[config.mk]
export PLATFORM = sky130hd
export DESIGN_NAME = reset_pin_sequencer
export DESIGN_NICKNAME = d
export VERILOG_FILES = /design/src/common/rst_seq_pkg.sv /design/src/logic/pin_level_sync.sv /design/src/logic/reset_pin_sequencer.sv
export SDC_FILE = /design/constraint.sdc
export NUM_CORES = 1
export LEC_CHECK = 0
export BUFFER_PORTS_ARGS = -buffer_cell sky130_fd_sc_hd__buf_2
export CAP_MARGIN = 10
export CORE_MARGIN = 5
export CORE_UTILIZATION = 46
export DETAILED_ROUTE_END_ITERATION = 16
export GPL_TIMING_DRIVEN = 0
export PLACE_DENSITY = 0.81
export SKIP_CTS_REPAIR_TIMING = 1
export SLEW_MARGIN = 20
export SYNTH_ARGS = -nofsm -noshare
export SYNTH_HDL_FRONTEND = slang
export SYNTH_SLANG_ARGS = --single-unit
[constraint.sdc]
create_clock -name pclk -period 2.52 [get_ports pclk]
set_input_delay 0 -clock pclk [delete_from_list [all_inputs] [get_ports pclk]]
set_output_delay 0 -clock pclk [all_outputs]
set_load 0.01 [all_outputs]
[src/common/rst_seq_pkg.sv]
// Constants and types shared by the reset pin sequencer.
// Assumes a 25 MHz bus clock and an APB register port with 8-bit byte addresses.
package rst_seq_pkg;

  // ==========================================================================
  // Register map
  localparam logic [7:0] OFF_STATUS = 8'h00;
  localparam logic [7:0] OFF_CLEAR  = 8'h04;
  localparam logic [7:0] OFF_ENABLE = 8'h08;
  localparam logic [7:0] OFF_CTRL   = 8'h0c;
  localparam logic [7:0] OFF_OPT    = 8'h10;

  // ==========================================================================
  // Field positions
  localparam int CTRL_SWRST_BIT     = 0;
  localparam int CTRL_GPIO_MODE_BIT = 1;
  localparam int CTRL_GPIO_OUT_BIT  = 2;
  localparam int OPT_PIN_CFG_BIT    = 0;
  localparam int EV_W               = 5;

  // ==========================================================================
  // Reset values
  localparam logic [EV_W-1:0] ENABLE_RST  = 5'h00;
  localparam logic [1:0]      CTRL_RST    = 2'h0;
  localparam logic            PIN_EN_RST  = 1'b1;

  // ==========================================================================
  // Timing
  localparam int CLK_KHZ        = 25000;
  localparam int MIN_ASSERT_CYC = 128;
  localparam int PULSE_MAX_US   = 24;
  localparam int PULSE_MAX_CYC  = (PULSE_MAX_US * CLK_KHZ) / 1000;
  localparam int CNT_W          = 10;

  // ==========================================================================
  // Types
  typedef struct packed {
    logic wake;
    logic pulse_long;
    logic int_src;
    logic sw_req;
    logic pin;
  } rst_events_t;

  typedef enum logic [1:0] {
    ST_POR,
    ST_ASSERT,
    ST_RELEASE,
    ST_RUN
  } seq_state_t;

endpackage

[src/logic/pin_level_sync.sv]
// Three-flop synchroniser with agreement filter for an asynchronous pin.
// Assumes the pin idles high through its pull-up.
`timescale 1ns/1ns
module pin_level_sync (
  input  wire logic pclk,
  input  wire logic presetn,
  input  wire logic pin_async,
  output logic      pin_level
);

  logic s1_r;
  logic s2_r;
  logic s3_r;
  logic level_r;

  // ==========================================================================
  // Synchroniser chain and agreement filter.
  always_ff @(posedge pclk or negedge presetn) begin
    if (!presetn) begin
      s1_r    <= 1'b1;
      s2_r    <= 1'b1;
      s3_r    <= 1'b1;
      level_r <= 1'b1;
    end else begin
      s1_r <= pin_async;
      s2_r <= s1_r;
      s3_r <= s2_r;
      if (s2_r == s3_r) begin
        level_r <= s3_r;
      end
    end
  end

  assign pin_level = level_r;

endmodule // pin_level_sync

[src/logic/reset_pin_sequencer.sv]
// Reset pin sequencer with APB status and control registers.
// Assumes flash, option and supply readiness inputs are on the bus clock domain.
`timescale 1ns/1ns

module reset_pin_sequencer #(
  parameter int NUM_SRC = 4
) (
  input  wire logic               pclk,
  input  wire logic               presetn,
  input  wire logic               psel,
  input  wire logic               penable,
  input  wire logic               pwrite,
  input  wire logic [7:0]         paddr,
  input  wire logic [31:0]        pwdata,
  output logic      [31:0]        prdata,
  output logic                    pready,
  output logic                    pslverr,
  input  wire logic               reset_pin_in,
  output logic                    reset_pin_out,
  output logic                    reset_pin_oe,
  input  wire logic               regulator_ready,
  input  wire logic               ref_clk_ready,
  input  wire logic               option_valid,
  input  wire logic [7:0]         flash_option_word,
  input  wire logic               flash_init_done,
  input  wire logic [NUM_SRC-1:0] int_reset_src,
  input  wire logic               low_power_mode,
  output logic                    chip_reset_n,
  output logic                    wakeup,
  output logic                    irq
);

  rst_seq_pkg::seq_state_t  state_r;
  rst_seq_pkg::rst_events_t status_r;
  rst_seq_pkg::rst_events_t events;
  logic [rst_seq_pkg::EV_W-1:0] enable_r;
  logic [rst_seq_pkg::CNT_W-1:0] cnt_r;
  logic [1:0]  ctrl_r;
  logic        sw_req_r;
  logic        pin_en_r;
  logic        chip_reset_n_r;
  logic        wakeup_r;
  logic [31:0] prdata_r;
  logic        pin_hi;
  logic        wr_en;
  logic        rd_en;
  logic        addr_ok;
  logic        pin_trig;
  logic        int_trig;
  logic        go_run;
  logic        min_done;
  logic        pod_low;

  // ==========================================================================
  // Pin input synchroniser.
  pin_level_sync u_sync (
    .pclk      (pclk),
    .presetn   (presetn),
    .pin_async (reset_pin_in),
    .pin_level (pin_hi)
  );

  // ==========================================================================
  // Sequencer.
  assign pin_trig = (state_r == rst_seq_pkg::ST_RUN) && pin_en_r && !pin_hi;
  assign int_trig = (state_r == rst_seq_pkg::ST_RUN) && (sw_req_r || (|int_reset_src));
  assign min_done = cnt_r >= rst_seq_pkg::CNT_W'(rst_seq_pkg::MIN_ASSERT_CYC - 1);
  assign go_run   = ((state_r == rst_seq_pkg::ST_RELEASE) && (!pin_en_r || pin_hi))
                 || ((state_r == rst_seq_pkg::ST_RUN) && !pin_trig && !int_trig);

  always_ff @(posedge pclk or negedge presetn) begin
    if (!presetn) begin
      state_r <= rst_seq_pkg::ST_POR;
    end else begin
      case (state_r)
        rst_seq_pkg::ST_POR: begin
          if (regulator_ready && ref_clk_ready && option_valid) begin
            state_r <= rst_seq_pkg::ST_ASSERT;
          end
        end
        rst_seq_pkg::ST_ASSERT: begin
          if (min_done && flash_init_done) begin
            state_r <= rst_seq_pkg::ST_RELEASE;
          end
        end
        rst_seq_pkg::ST_RELEASE: begin
          if (go_run) begin
            state_r <= rst_seq_pkg::ST_RUN;
          end
        end
        default: begin
          if (pin_trig || int_trig) begin
            state_r <= rst_seq_pkg::ST_ASSERT;
          end
        end
      endcase
    end
  end

  always_ff @(posedge pclk or negedge presetn) begin
    if (!presetn) begin
      cnt_r <= '0;
    end else if (state_r != rst_seq_pkg::ST_ASSERT) begin
      cnt_r <= '0;
    end else if (cnt_r != rst_seq_pkg::CNT_W'(rst_seq_pkg::PULSE_MAX_CYC)) begin
      cnt_r <= cnt_r + rst_seq_pkg::CNT_W'(1);
    end
  end

  // Chip reset follows go_run by one clock, so with the pin enabled it also waits for the synchronised pin to read high.
  always_ff @(posedge pclk or negedge presetn) begin
    if (!presetn) begin
      chip_reset_n_r <= 1'b0;
    end else begin
      chip_reset_n_r <= go_run;
    end
  end

  // Option is captured in every power-on cycle with option_valid set and held after power-on.
  always_ff @(posedge pclk or negedge presetn) begin
    if (!presetn) begin
      pin_en_r <= rst_seq_pkg::PIN_EN_RST;
    end else if ((state_r == rst_seq_pkg::ST_POR) && option_valid) begin
      pin_en_r <= flash_option_word[rst_seq_pkg::OPT_PIN_CFG_BIT];
    end
  end

  always_ff @(posedge pclk or negedge presetn) begin
    if (!presetn) begin
      wakeup_r <= 1'b0;
    end else begin
      wakeup_r <= low_power_mode && pin_en_r && !pin_hi;
    end
  end

  // ==========================================================================
  // Pin drive.
  assign pod_low = !pin_en_r && ctrl_r[0] && !ctrl_r[1]
                && (state_r == rst_seq_pkg::ST_RUN);
  assign reset_pin_out = 1'b0;
  assign reset_pin_oe  = (state_r == rst_seq_pkg::ST_POR)
                      || (state_r == rst_seq_pkg::ST_ASSERT) || pod_low;
  assign chip_reset_n  = chip_reset_n_r;
  assign wakeup        = wakeup_r;

  // ==========================================================================
  // Events and interrupt.
  always_comb begin
    events            = '0;
    events.pin        = pin_trig;
    events.sw_req     = int_trig && sw_req_r;
    events.int_src    = int_trig && (|int_reset_src);
    events.pulse_long = (state_r == rst_seq_pkg::ST_ASSERT)
                     && (cnt_r == rst_seq_pkg::CNT_W'(rst_seq_pkg::PULSE_MAX_CYC - 1));
    events.wake       = low_power_mode && pin_en_r && !pin_hi;
  end

  always_ff @(posedge pclk or negedge presetn) begin
    if (!presetn) begin
      status_r <= '0;
    end else if (wr_en && (paddr == rst_seq_pkg::OFF_CLEAR)) begin
      status_r <= (status_r & ~pwdata[rst_seq_pkg::EV_W-1:0]) | events;
    end else begin
      status_r <= status_r | events;
    end
  end

  assign irq = |(status_r & enable_r);

  // ==========================================================================
  // APB slave.
  assign wr_en   = psel && penable && pwrite;
  assign rd_en   = psel && !penable && !pwrite;
  assign addr_ok = (paddr == rst_seq_pkg::OFF_STATUS) || (paddr == rst_seq_pkg::OFF_CLEAR)
                || (paddr == rst_seq_pkg::OFF_ENABLE) || (paddr == rst_seq_pkg::OFF_CTRL)
                || (paddr == rst_seq_pkg::OFF_OPT);
  assign pready  = 1'b1;
  assign pslverr = psel && penable && !addr_ok;
  assign prdata  = prdata_r;

  always_ff @(posedge pclk or negedge presetn) begin
    if (!presetn) begin
      enable_r <= rst_seq_pkg::ENABLE_RST;
      ctrl_r   <= rst_seq_pkg::CTRL_RST;
      sw_req_r <= 1'b0;
    end else begin
      sw_req_r <= 1'b0;
      if (wr_en && (paddr == rst_seq_pkg::OFF_ENABLE)) begin
        enable_r <= pwdata[rst_seq_pkg::EV_W-1:0];
      end else if (wr_en && (paddr == rst_seq_pkg::OFF_CTRL)) begin
        sw_req_r <= pwdata[rst_seq_pkg::CTRL_SWRST_BIT];
        ctrl_r   <= {pwdata[rst_seq_pkg::CTRL_GPIO_OUT_BIT],
                     pwdata[rst_seq_pkg::CTRL_GPIO_MODE_BIT]};
      end
    end
  end

  // Read data is loaded in the setup cycle and stands during the access phase.
  always_ff @(posedge pclk or negedge presetn) begin
    if (!presetn) begin
      prdata_r <= '0;
    end else if (rd_en) begin
      if (paddr == rst_seq_pkg::OFF_STATUS) begin
        prdata_r <= {27'h0, status_r};
      end else if (paddr == rst_seq_pkg::OFF_ENABLE) begin
        prdata_r <= {27'h0, enable_r};
      end else if (paddr == rst_seq_pkg::OFF_CTRL) begin
        prdata_r <= {29'h0, ctrl_r[1], ctrl_r[0], 1'b0};
      end else if (paddr == rst_seq_pkg::OFF_OPT) begin
        prdata_r <= {29'h0, chip_reset_n_r, pin_hi, pin_en_r};
      end else begin
        prdata_r <= 32'h0;
      end
    end
  end
endmodule // reset_pin_sequencer

# Word level (Yosys, flattened, before mapping)
# Index checks and enable logic that the tools add are counted.
[totals]
in_bits = 63
register_bits = 64
output_inout_bits = 39
[op_classes]
n_mux = 14
n_bitwise = 6
add_sub_neg = 1
n_eq_ne = 14
n_reduce_logical = 52
n_lt_le_gt_ge = 1
[op_table]
columns = ["op", "n"]
rows = [
  ["$logic_and A1 B1 Y1", 26],
  ["$mux W10", 2],
  ["$eq A8 B4 Y1 const B", 2],
  ["$mux W5", 3],
  ["$add A10 B1 Y10 const B", 1],
  ["$and A5 B5 Y5", 2],
  ["$eq A10 B10 Y1 const B", 1],
  ["$ge A10 B7 Y1 const B", 1],
  ["$logic_or A1 B1 Y1", 10],
  ["$ne A10 B10 Y1 const B", 1],
  ["$or A5 B5 Y5", 2],
  ["$eq A8 B3 Y1 const B", 1],
  ["$eq A8 B5 Y1 const B", 1],
  ["$logic_not A1 Y1", 8],
  ["$logic_not A8 Y1", 1],
  ["$mux W2", 4],
  ["$mux W3", 2],
  ["$ne A2 B2 Y1 const B", 3],
  ["$pmux W2 S3", 1],
  ["$not A5 Y5", 1],
  ["$reduce_or A5 Y1", 1],
  ["$eq A2 B2 Y1 const B", 2],
  ["$reduce_and A4 Y1", 1],
  ["$reduce_bool A4 Y1", 1],
  ["9 further kinds", 10],
]

# Longest topological paths before layout
# Gate-level depths: netlist (run 1).
[depth]
word_depth = 9
depth_mapped = 6

# Hierarchy
# A second synthesis (run 1) with hierarchy kept.
[unflattened]
cells_unflattened = 208
hier_area_um2 = 2139.6
[modules_own_cells]
columns = ["mod", "area_each_um2", "cells_each", "n_inst"]
rows = [
  ["reset_pin_sequencer", 2023.2, 203, 1],
  ["pin_level_sync", 116.4, 5, 1],
]

# Worst setup path before layout (run 1)
# Ideal clock, no wire load.
[synth_path]
kind = "input port to flip-flop"
startpoint = "input port paddr[7]"
endpoint = "register status_r[2] in the netlist's numbering"
n_path_buf = 0
setup_time_ns = 0.126
path_stages = 4
slack_ns = 0.660
t_arrival_ns = 1.734
cell_sequence = "or4_4 or4b_4 or3_4 a221o_1"
[synth_via]
elab_chain_cells = 3
[synth_rtl]
columns = ["element", "line", "source"]
rows = [
  ["start: declaration", "reset_pin_sequencer.sv:13", "input wire logic [7:0] paddr,"],
  ["$eq A8 B3 Y1", "reset_pin_sequencer.sv:161", "end else if (wr_en && (paddr == rst_seq_pkg::OFF_CLEAR)) begin"],
  ["$logic_and A1 B1 Y1", "reset_pin_sequencer.sv:161", ""],
  ["$mux W5", "reset_pin_sequencer.sv:161", ""],
  ["end signal: assignment", "reset_pin_sequencer.sv:162", "status_r <= (status_r & ~pwdata[rst_seq_pkg::EV_W-1:0]) | events;"],
  ["end signal: assignment", "reset_pin_sequencer.sv:164", "status_r <= status_r | events;"],
  ["end: declaration", "reset_pin_sequencer.sv:34", "rst_seq_pkg::rst_events_t status_r;"],
]
# Every way passes these cells.
# A chain may end at the register's enable or synchronous reset.

# Final worst setup path (run 1)
[layout_path]
startpoint = "register state_r[1]"
endpoint = "register state_r[1]"
[layout_via]
elab_chain_cells = 9
elab_cells_between_ends = 20
classes_between = "eq/ne (6); mux (1); reduce/logical (13)"
[layout_rtl]
columns = ["element", "line", "source"]
rows = [
  ["start: declaration", "reset_pin_sequencer.sv:33", "rst_seq_pkg::seq_state_t state_r;"],
  ["start signal: assignment", "reset_pin_sequencer.sv:73", "state_r <= rst_seq_pkg::ST_POR;"],
  ["start signal: assignment", "reset_pin_sequencer.sv:78", "state_r <= rst_seq_pkg::ST_ASSERT;"],
  ["start signal: assignment", "reset_pin_sequencer.sv:83", "state_r <= rst_seq_pkg::ST_RELEASE;"],
  ["$eq A2 B2 Y1", "reset_pin_sequencer.sv:65, reset_pin_sequencer.sv:66, reset_pin_sequencer.sv:69", ""],
  ["$logic_and A1 B1 Y1 (2 in a row)", "reset_pin_sequencer.sv:65", "assign pin_trig = (state_r == rst_seq_pkg::ST_RUN) && pin_en_r && !pin_hi;"],
  ["$logic_not A1 Y1", "reset_pin_sequencer.sv:69", "|| ((state_r == rst_seq_pkg::ST_RUN) && !pin_trig && !int_trig);"],
  ["$logic_and A1 B1 Y1 (2 in a row)", "reset_pin_sequencer.sv:69", ""],
  ["$logic_or A1 B1 Y1", "reset_pin_sequencer.sv:69", ""],
  ["$ne A2 B2 Y1 (no source line)", "n/a", ""],
  ["$reduce_and A4 Y1 (no source line)", "n/a", ""],
]
# Several ways; a longest one is shown, not always the timed one.

==> impl_results.md, run 1 <==
* Final setup violation count at 0
* Die height at 77.4 µm
* Chip width at 77.4 µm
* Post-synthesis sequential area ratio at 0.446
* WL final at 4300 µm
* RD Place Congestion at 0.789
* IO Pins at 102
* CP max FO at 5
* DR DRC count at 0
* Slew margin rel. at 0.465
* Final worst path period need at 2.03 ns
* Area Growth Syn to Fin at 26.3%
* Synth Register Bits at 37
* Max IR drop VDD at 0.294 mV
* CP max stage cell: dfrtp_1
* Fraction of layout cells with a size suffix above 1 at 0.326
* Achievable Freq at 493 MHz
* GRT Total Usage at 0.146
* Total CTS buffers at 5
* Drt via density at 4.82
* Reg2reg path depth at 6
* Final Hold Fails at 0
* Worst Setup End Kind: flip-flop
* Synth top area cells: dfrtp_1 38%, buf_4 10%, dfstp_2 6.3%, mux2_2 4.8%, ha_1 4.2%
* Port bufs at 37
* Htree depth at 2
* Reg-to-reg critical path startpoint: state_r[1]
* Global-route wire length before repair at 7250 µm
* GRT Residual Overflow at 0
* Unrepaired setup endpoints after global routing: no
* Root buffer cell: clkbuf_8
* Initial antenna violation count at 0
* Post-synthesis async set-or-reset flop share at 1.00
* Initial DRC count at 63
* Vias in the first global route at 1571
* Yosys warnings at 0
* Core Rows at 24
* Final HPWL DP at 3260 µm
* Worst Path Class, Setup: reg2reg
* Crit. Startpoint: state_r[1]
* Fill cells at 407
* Clock transition at the registers of the reported paths at 0.07 ns
* N_diodes at 0
* RR Endpoint: state_r[1]
* Arrival time at the worst endpoint at 2.20 ns
* HP Start: psel
* Hold Path Stages at 3
* Pin count of the biggest net entering global routing at 38
* R2r setup slk at 0.49 ns
* Slowest Stage Delay on Critical Path at 0.39 ns
* Mapped Area at 2090 µm²
* DR vias at 1623
* Crit share post-route at 0.805
* Wirelength per Cell at 12.8 µm
* Startpoint types: flip-flop
* Total Power at 1240 µW
* TNS Setup at 0 ns
* Ys flop type: dfrtp_1
* Clk buf depth at 2
* Pwr dens at 471 nW/µm²
* Total leakage power at 0.00135 µW
* Core Region at 4380 µm²
* Mapped Cells at 204
* CTS Sinks at 37
* Cell taking the most area after synthesis: dfrtp_1
* Status: complete, no violations
* Initial core utilization at 0.477
* Cell Chain, Critical Path: inv_1, ha_1, nor2b_1, a221o_1, a211oi_1, mux2_2
* Yosys top cell area share at 0.383
* Worst clock skew at 0.0119 ns
* Remaining antenna violation count after routing at 0
* Yosys cell types at 46
* EDFF count, synth at 0
* Clk_lat worst skew at 0.29 ns
* WP data required at 2.69 ns
* DR pass1 iterations at 4
* Final Max Slew Viols at 0
* Final nets at 354
* Avg Cell Area, Syn at 10.2 µm²
* Min-Delay Path Class: in2reg
* Worst Tran Pin Value at 0.802 ns
* DIE AREA at 5990 µm²
* Worst Hold Path EP: prdata[2]
* CTS tree: built
* Max Cap Viol at 0
[cell usage after synthesis (2+ instances only)]
cell / number
xnor2_1: 2
a21oi_1: 3
nand2_1: 12
mux2i_1: 7
a221o_1: 3
or2_2: 2
dfrtp_1: 32
xor2_1: 6
nor2_1: 16
nor2b_1: 4
inv_1: 8
conb_1: 2
o31ai_1: 3
buf_4: 29
dfstp_2: 5
o21ai_0: 7
nand4_1: 3
clkbuf_1: 3
a22oi_1: 3
nor3_1: 4
nand3_1: 7
nand2b_1: 2
or4_1: 2
and2_1: 2
nand4b_1: 2
mux2_2: 9
ha_1: 7
[layout by cell type, fill, tap and decap left out, drive strengths merged, types with 2 or more instances in the layout]
cell and n:
a21oi 3, a221o 3, a22oi 3, and2 2, buf 67, clkbuf 9
conb 29, dfrtp 32, dfstp 5, dlygate4sd3 9, ha 7, inv 8
mux2 9, mux2i 7, nand2 12, nand2b 2, nand3 7, nand4 3
nand4b 2, nor2 16, nor2b 4, nor3 4, o21ai 7, o31ai 3
or2 2, or3 2, or4 3, xnor2 2, xor2 6
[stage by stage]
stage / setup slack (ns) / hold slack [ns] / cell area, µm² / cells / utilization
floorplan: 0.660 / -0.296 / 2190 / 231 / -
global route: 0.419 / 0.0645 / 2640 / 337 / 0.602
detailed placement: 0.490 / 0.106 / 2440 / 320 / 0.557
finish: 0.492 / 0.0458 / 2640 / 337 / 0.602
global placement: 0.519 / 0.107 / 2440 / 320 / 0.557
CTS: 0.490 / -0.199 / 2550 / 328 / 0.582
[report_power, final]
| part | leakage [µW] | total (µW) | switching, µW | internal, µW |
|---|---|---|---|---|
| logic | 0.000823 | 128 | 63.6 | 64.7 |
| clock network | 0.0000552 | 510 | 216 | 294 |
| registers | 0.000474 | 606 | 3.85 | 603 |
| total | 0.00135 | 1240 | 283 | 961 |
[logic make-up (layout without fill, tap and decap cells)]
kind of cell             after synthesis  in the layout  synth area share
adder cells (fa/ha/maj)                8              8            0.0467
AND/OR/NAND/NOR                       66             66             0.174
XOR/XNOR                               8              8            0.0335
other                                  2             29           0.00359
AO/OA/AOI/OAI                         26             26            0.0886
multiplexers                          16             16            0.0820
flip-flops                            37             37             0.446
buffers and inverters                 41             95             0.126
[layout make-up]
cell class	instances	area (µm²)	share of cell area
buffer	33	233	0.0882
clock buffer	6	72.6	0.0275
clock inverter	2	35.0	0.0133
inverter	8	30.0	0.0114
multi-input combinational	153	997	0.378
sequential	37	932	0.353
tap	52	65.1	0.0246
timing repair buffer	46	275	0.104
[worst max-delay path, delay by kind of cell (launching register included)]
family | cells | cell delay (ns)
flip-flops | 1 | 0.39
AND/OR/NAND/NOR | 1 | 0.15
multiplexers | 1 | 0.39
adder cells (fa/ha/maj) | 1 | 0.25
AO/OA/AOI/OAI | 2 | 0.64
buffers and inverters | 1 | 0.09
[sequential cells by signal, summed over array words and instances (netlist names), 2 cells and up]
name,count
ctrl_r,2
cnt_r,10
enable_r,5
prdata,5
status_r,5
state_r,2
[routing by layer]
metal  track usage  vias up  wire length, µm
li1              -      814                -
met1         0.181      742             1770
met2         0.242       61             2150
met3        0.0602        6              349
met4        0.0275        0               42
met5             0        -                0
[how the worst max path moves through the flow]
| stage | slack (ns) | endpoint | cells past startpoint |
|---|---|---|---|
| floorplan | 0.66 | status_r[2] | 4 |
| global placement | 0.52 | status_r[2] | 5 |
| detailed placement | 0.49 | status_r[2] | 5 |
| CTS | 0.49 | state_r[1] | 6 |
| global route | 0.42 | state_r[1] | 6 |
| finish | 0.49 | state_r[1] | 6 |
(Power assumes the default switching activity.)
==> run 2: changes to the inputs <==
- ABC_AREA: not set -> 1
- CORE_UTILIZATION: 46 -> 47
- clock period: 2.52 -> 1.9 ns (I/O delays scaled with it)
==> run 2 against run 1 <==
  * Worst hold slack lost 0.0059 ns
  * Design area grew 5.0%
  * Cell count grew 23%
  * Via count grew 19%
  * Wire length grew 14%
  * Sequential share of layout area shrank 1.7 points
  * First-iteration DRC count grew 51%
  * Register-to-register slack lost 0.21 ns
  * Global-route usage grew 1.8 points
  * Utilization grew 2.2 points
  * Combinational power grew to 5.4 times the previous value
  * Critical endpoint is now pin_en_r
==> impl_results.md, run 2 <==
* Status: complete, no violations (unchanged)
* Worst clock skew at 0.00875 ns (was 0.0119 ns)
* Initial core utilization at 0.494 (was 0.477)
* Pin count of the biggest net entering global routing at 38 (unchanged)
* Root buffer cell: clkbuf_8 (unchanged)
* Die height at 78.4 µm (was 77.4 µm)
* Avg Cell Area, Syn at 7.81 µm² (was 10.2 µm²)
* Initial antenna violation count at 0 (unchanged)
* Global-route wire length before repair at 8180 µm (was 7250 µm)
* N_diodes at 0 (unchanged)
* Clk_lat worst skew at 0.29 ns (about the same)
* Arrival time at the worst endpoint at 1.85 ns (was 2.20 ns)
* Port bufs at 38 (was 37)
* Final Max Slew Viols at 0 (unchanged)
* Yosys top cell area share at 0.365 (was 0.383)
* Min-Delay Path Class: in2reg (unchanged)
* Yosys cell types at 28 (was 46)
* EDFF count, synth at 0 (unchanged)
* Synth cell count leaders: 55 x nand2_1, 45 x inv_1, 32 x dfrtp_1 (was 32 x dfrtp_1, 29 x buf_4, 16 x nor2_1)
* Unrepaired setup endpoints after global routing: no (unchanged)
* Wirelength per Cell at 11.8 µm (was 12.8 µm)
* Pwr dens at 855 nW/µm² (was 471 nW/µm²)
* Cell taking the most area after synthesis: dfrtp_1 (unchanged)
* Cell Chain, Critical Path: inv_1, ha_1, nand2_1, nor2_1, a21oi_1, dlygate4sd3_1 (was inv_1, ha_1, nor2b_1, a221o_1, a211oi_1, mux2_2)
* Fraction of layout cells with a size suffix above 1 at 0.250 (was 0.326)
* Achievable Freq at 619 MHz (was 493 MHz)
* Placed cell count at 398 (was 320)
* GRT Residual Overflow at 0 (unchanged)
* DR pass1 iterations at 7 (was 4)
* RR Endpoint: pin_en_r (was state_r[1])
* Post-synthesis async set-or-reset flop share at 1.00 (unchanged)
* Reg2reg path depth at 6 (unchanged)
* Most frequent cells in the layout: 55 x nand2_1, 45 x inv_1, 38 x buf_2 (was 37 x buf_2, 32 x dfrtp_1, 29 x buf_4, 29 x conb_1, 16 x nor2_1)
* Total Power at 2370 µW (was 1240 µW)
* Worst Tran Pin Value at 0.829 ns (was 0.802 ns)
* Max Cap Viol at 0 (unchanged)
* Initial DRC count at 95 (was 63)
* TNS Setup at 0 ns (unchanged)
* Post-synthesis sequential area ratio at 0.425 (was 0.446)
* IO Pins at 102 (unchanged)
* Yosys warnings at 0 (unchanged)
* CTS Sinks at 37 (unchanged)
* Clock transition at the registers of the reported paths at 0.08 ns (was 0.07 ns)
* Non-Filler Instances at 416 (was 337)
* Largest register FFs at 10 (unchanged)
* CTS tree: built (unchanged)
* R2r setup slk at 0.29 ns (was 0.49 ns)
* Total leakage power at 0.00155 µW (was 0.00135 µW)
* Final nets at 433 (was 354)
* Startpoint types: flip-flop (unchanged)
* Core Rows at 24 (unchanged)
* Most common cell after layout, fill and taps aside: nand2_1 (was buf_2)
* Mapped Cells at 281 (was 204)
* Final worst path period need at 1.61 ns (was 2.03 ns)
* Reg-to-reg critical path startpoint: state_r[0] (was state_r[1])
* Max IR drop VDD at 0.615 mV (was 0.294 mV)
* Synth Register Bits at 37 (unchanged)
* RD Place Congestion at 0.860 (was 0.789)
* Worst Setup End Kind: flip-flop (unchanged)
* Worst Path Class, Setup: reg2reg (unchanged)
* Final setup violation count at 0 (unchanged)
* Crit share post-route at 0.850 (was 0.805)
* Core Region at 4440 µm² (was 4380 µm²)
* WP data required at 2.14 ns (was 2.69 ns)
* Ys flop type: dfrtp_1 (unchanged)
* Drt via density at 4.63 (was 4.82)
* CP max FO at 5 (unchanged)
* Chip width at 78.4 µm (was 77.4 µm)
* CP max stage cell: dlygate4sd3_1 (was dfrtp_1)
* Htree depth at 2 (unchanged)
* DR DRC count at 0 (unchanged)
* Total CTS buffers at 5 (unchanged)
* HP Start: pwrite (was psel)
* Top-count cell post-synth: nand2_1 (was dfrtp_1)
* Area Growth Syn to Fin at 26.3% (about the same)
* Worst Hold Path EP: prdata[3] (was prdata[2])
* Hold Path Stages at 4 (was 3)
* Slew margin rel. at 0.447 (was 0.465)
* Synth top area cells: dfrtp_1 36%, buf_4 9.9%, nand2_1 9.4%, inv_1 7.7%, dfstp_2 6.0% (was dfrtp_1 38%, buf_4 10%, dfstp_2 6.3%, mux2_2 4.8%, ha_1 4.2%)
* Largest register by flop count: cnt_r (unchanged)
* Vias in the first global route at 1914 (was 1571)
* Final Hold Fails at 0 (unchanged)
* Remaining antenna violation count after routing at 0 (unchanged)
* Final HPWL DP at 3710 µm (was 3260 µm)
* WL final at 4910 µm (was 4300 µm)
* Slowest Stage Delay on Critical Path at 0.56 ns (was 0.39 ns)
* DR vias at 1925 (was 1623)
* Clk buf depth at 2 (unchanged)
* Mapped Area at 2200 µm² (was 2090 µm²)
* GRT Total Usage at 0.164 (was 0.146)
* DIE AREA at 6140 µm² (was 5990 µm²)
-- run 2: cell count changes after synthesis, moves of 4 or more --
cell     before  now
a21oi_1       3   10
inv_1         8   45
mux2_2        9    0
mux2i_1       7    0
nand2_1      12   55
nand3_1       7   22
nor2_1       16   21
nor2b_1       4    0
o21ai_0       7   21
xor2_1        6    1
-- run 2: layout make-up --
cell class              instances  area, µm²
clock inverters                 2       37.5
plain buffers                  29        218
multi-input cells             196        975
fillers                       405       1670
well taps                      52       65.1
clock buffers                   6       82.6
flip-flops and latches         37        932
inverters                      46        173
repair buffers                 48        290
-- run 2: worst max-delay path: cells and delay by family, from the launching register on --
kind                       cells  cell delay (ns)
adders and majority gates      1             0.24
buffers and inverters          2             0.65
and+or+nand+nor                2             0.13
DFF                            1             0.43
AOI/OAI and AO/OA              1             0.11
-- run 2: power by group --
group	switching [µW]	leakage, µW	internal [µW]
logic	414	0.00105	273
registers	84.5	0.000434	879
clock network	292	0.0000574	427
total	790	0.00155	1580
-- run 2: how the worst max path moves through the flow --
stage                from          to  cells past startpoint
6_report       state_r[0]    pin_en_r                      6
5_1_grt        state_r[0]    pin_en_r                      6
4_1_cts        state_r[1]  state_r[0]                      9
3_5_place_dp   state_r[0]  state_r[0]                      9
3_3_place_gp   state_r[1]  state_r[0]                      9
2_1_floorplan    cnt_r[0]  state_r[0]                     10
-- run 2: routing by layer --
layer  wire length [µm]  track usage  share of wire
met1               2060        0.195           0.42
met2               2390        0.280           0.49
met4                 72       0.0559          0.015
met3                378       0.0549          0.077
met5                  0            0              0
-- run 2: cells by family (layout without fill, tap and decap cells) --
group,after synthesis,count (layout),share of synthesized area
adders and majority gates,8,8,0.0444
and+or+nand+nor,120,120,0.252
xor gates and xnor gates,1,1,0.00399
buffers and inverters,75,131,0.178
other,2,29,0.00342
DFF,37,37,0.425
AOI/OAI and AO/OA,38,38,0.0940
-- run 2: stage by stage --
step / setup slack, ns / hold WS [ns] / utilization / cell area, µm²
after CTS: 0.385 / -0.199 / 0.601 / 2670
after floorplan: 0.590 / -0.296 / - / 2300
after global routing: 0.202 / 0.0487 / 0.624 / 2770
final: 0.286 / 0.0399 / 0.624 / 2770
after global placement: 0.453 / 0.106 / 0.574 / 2550
after detailed placement: 0.405 / 0.109 / 0.574 / 2550
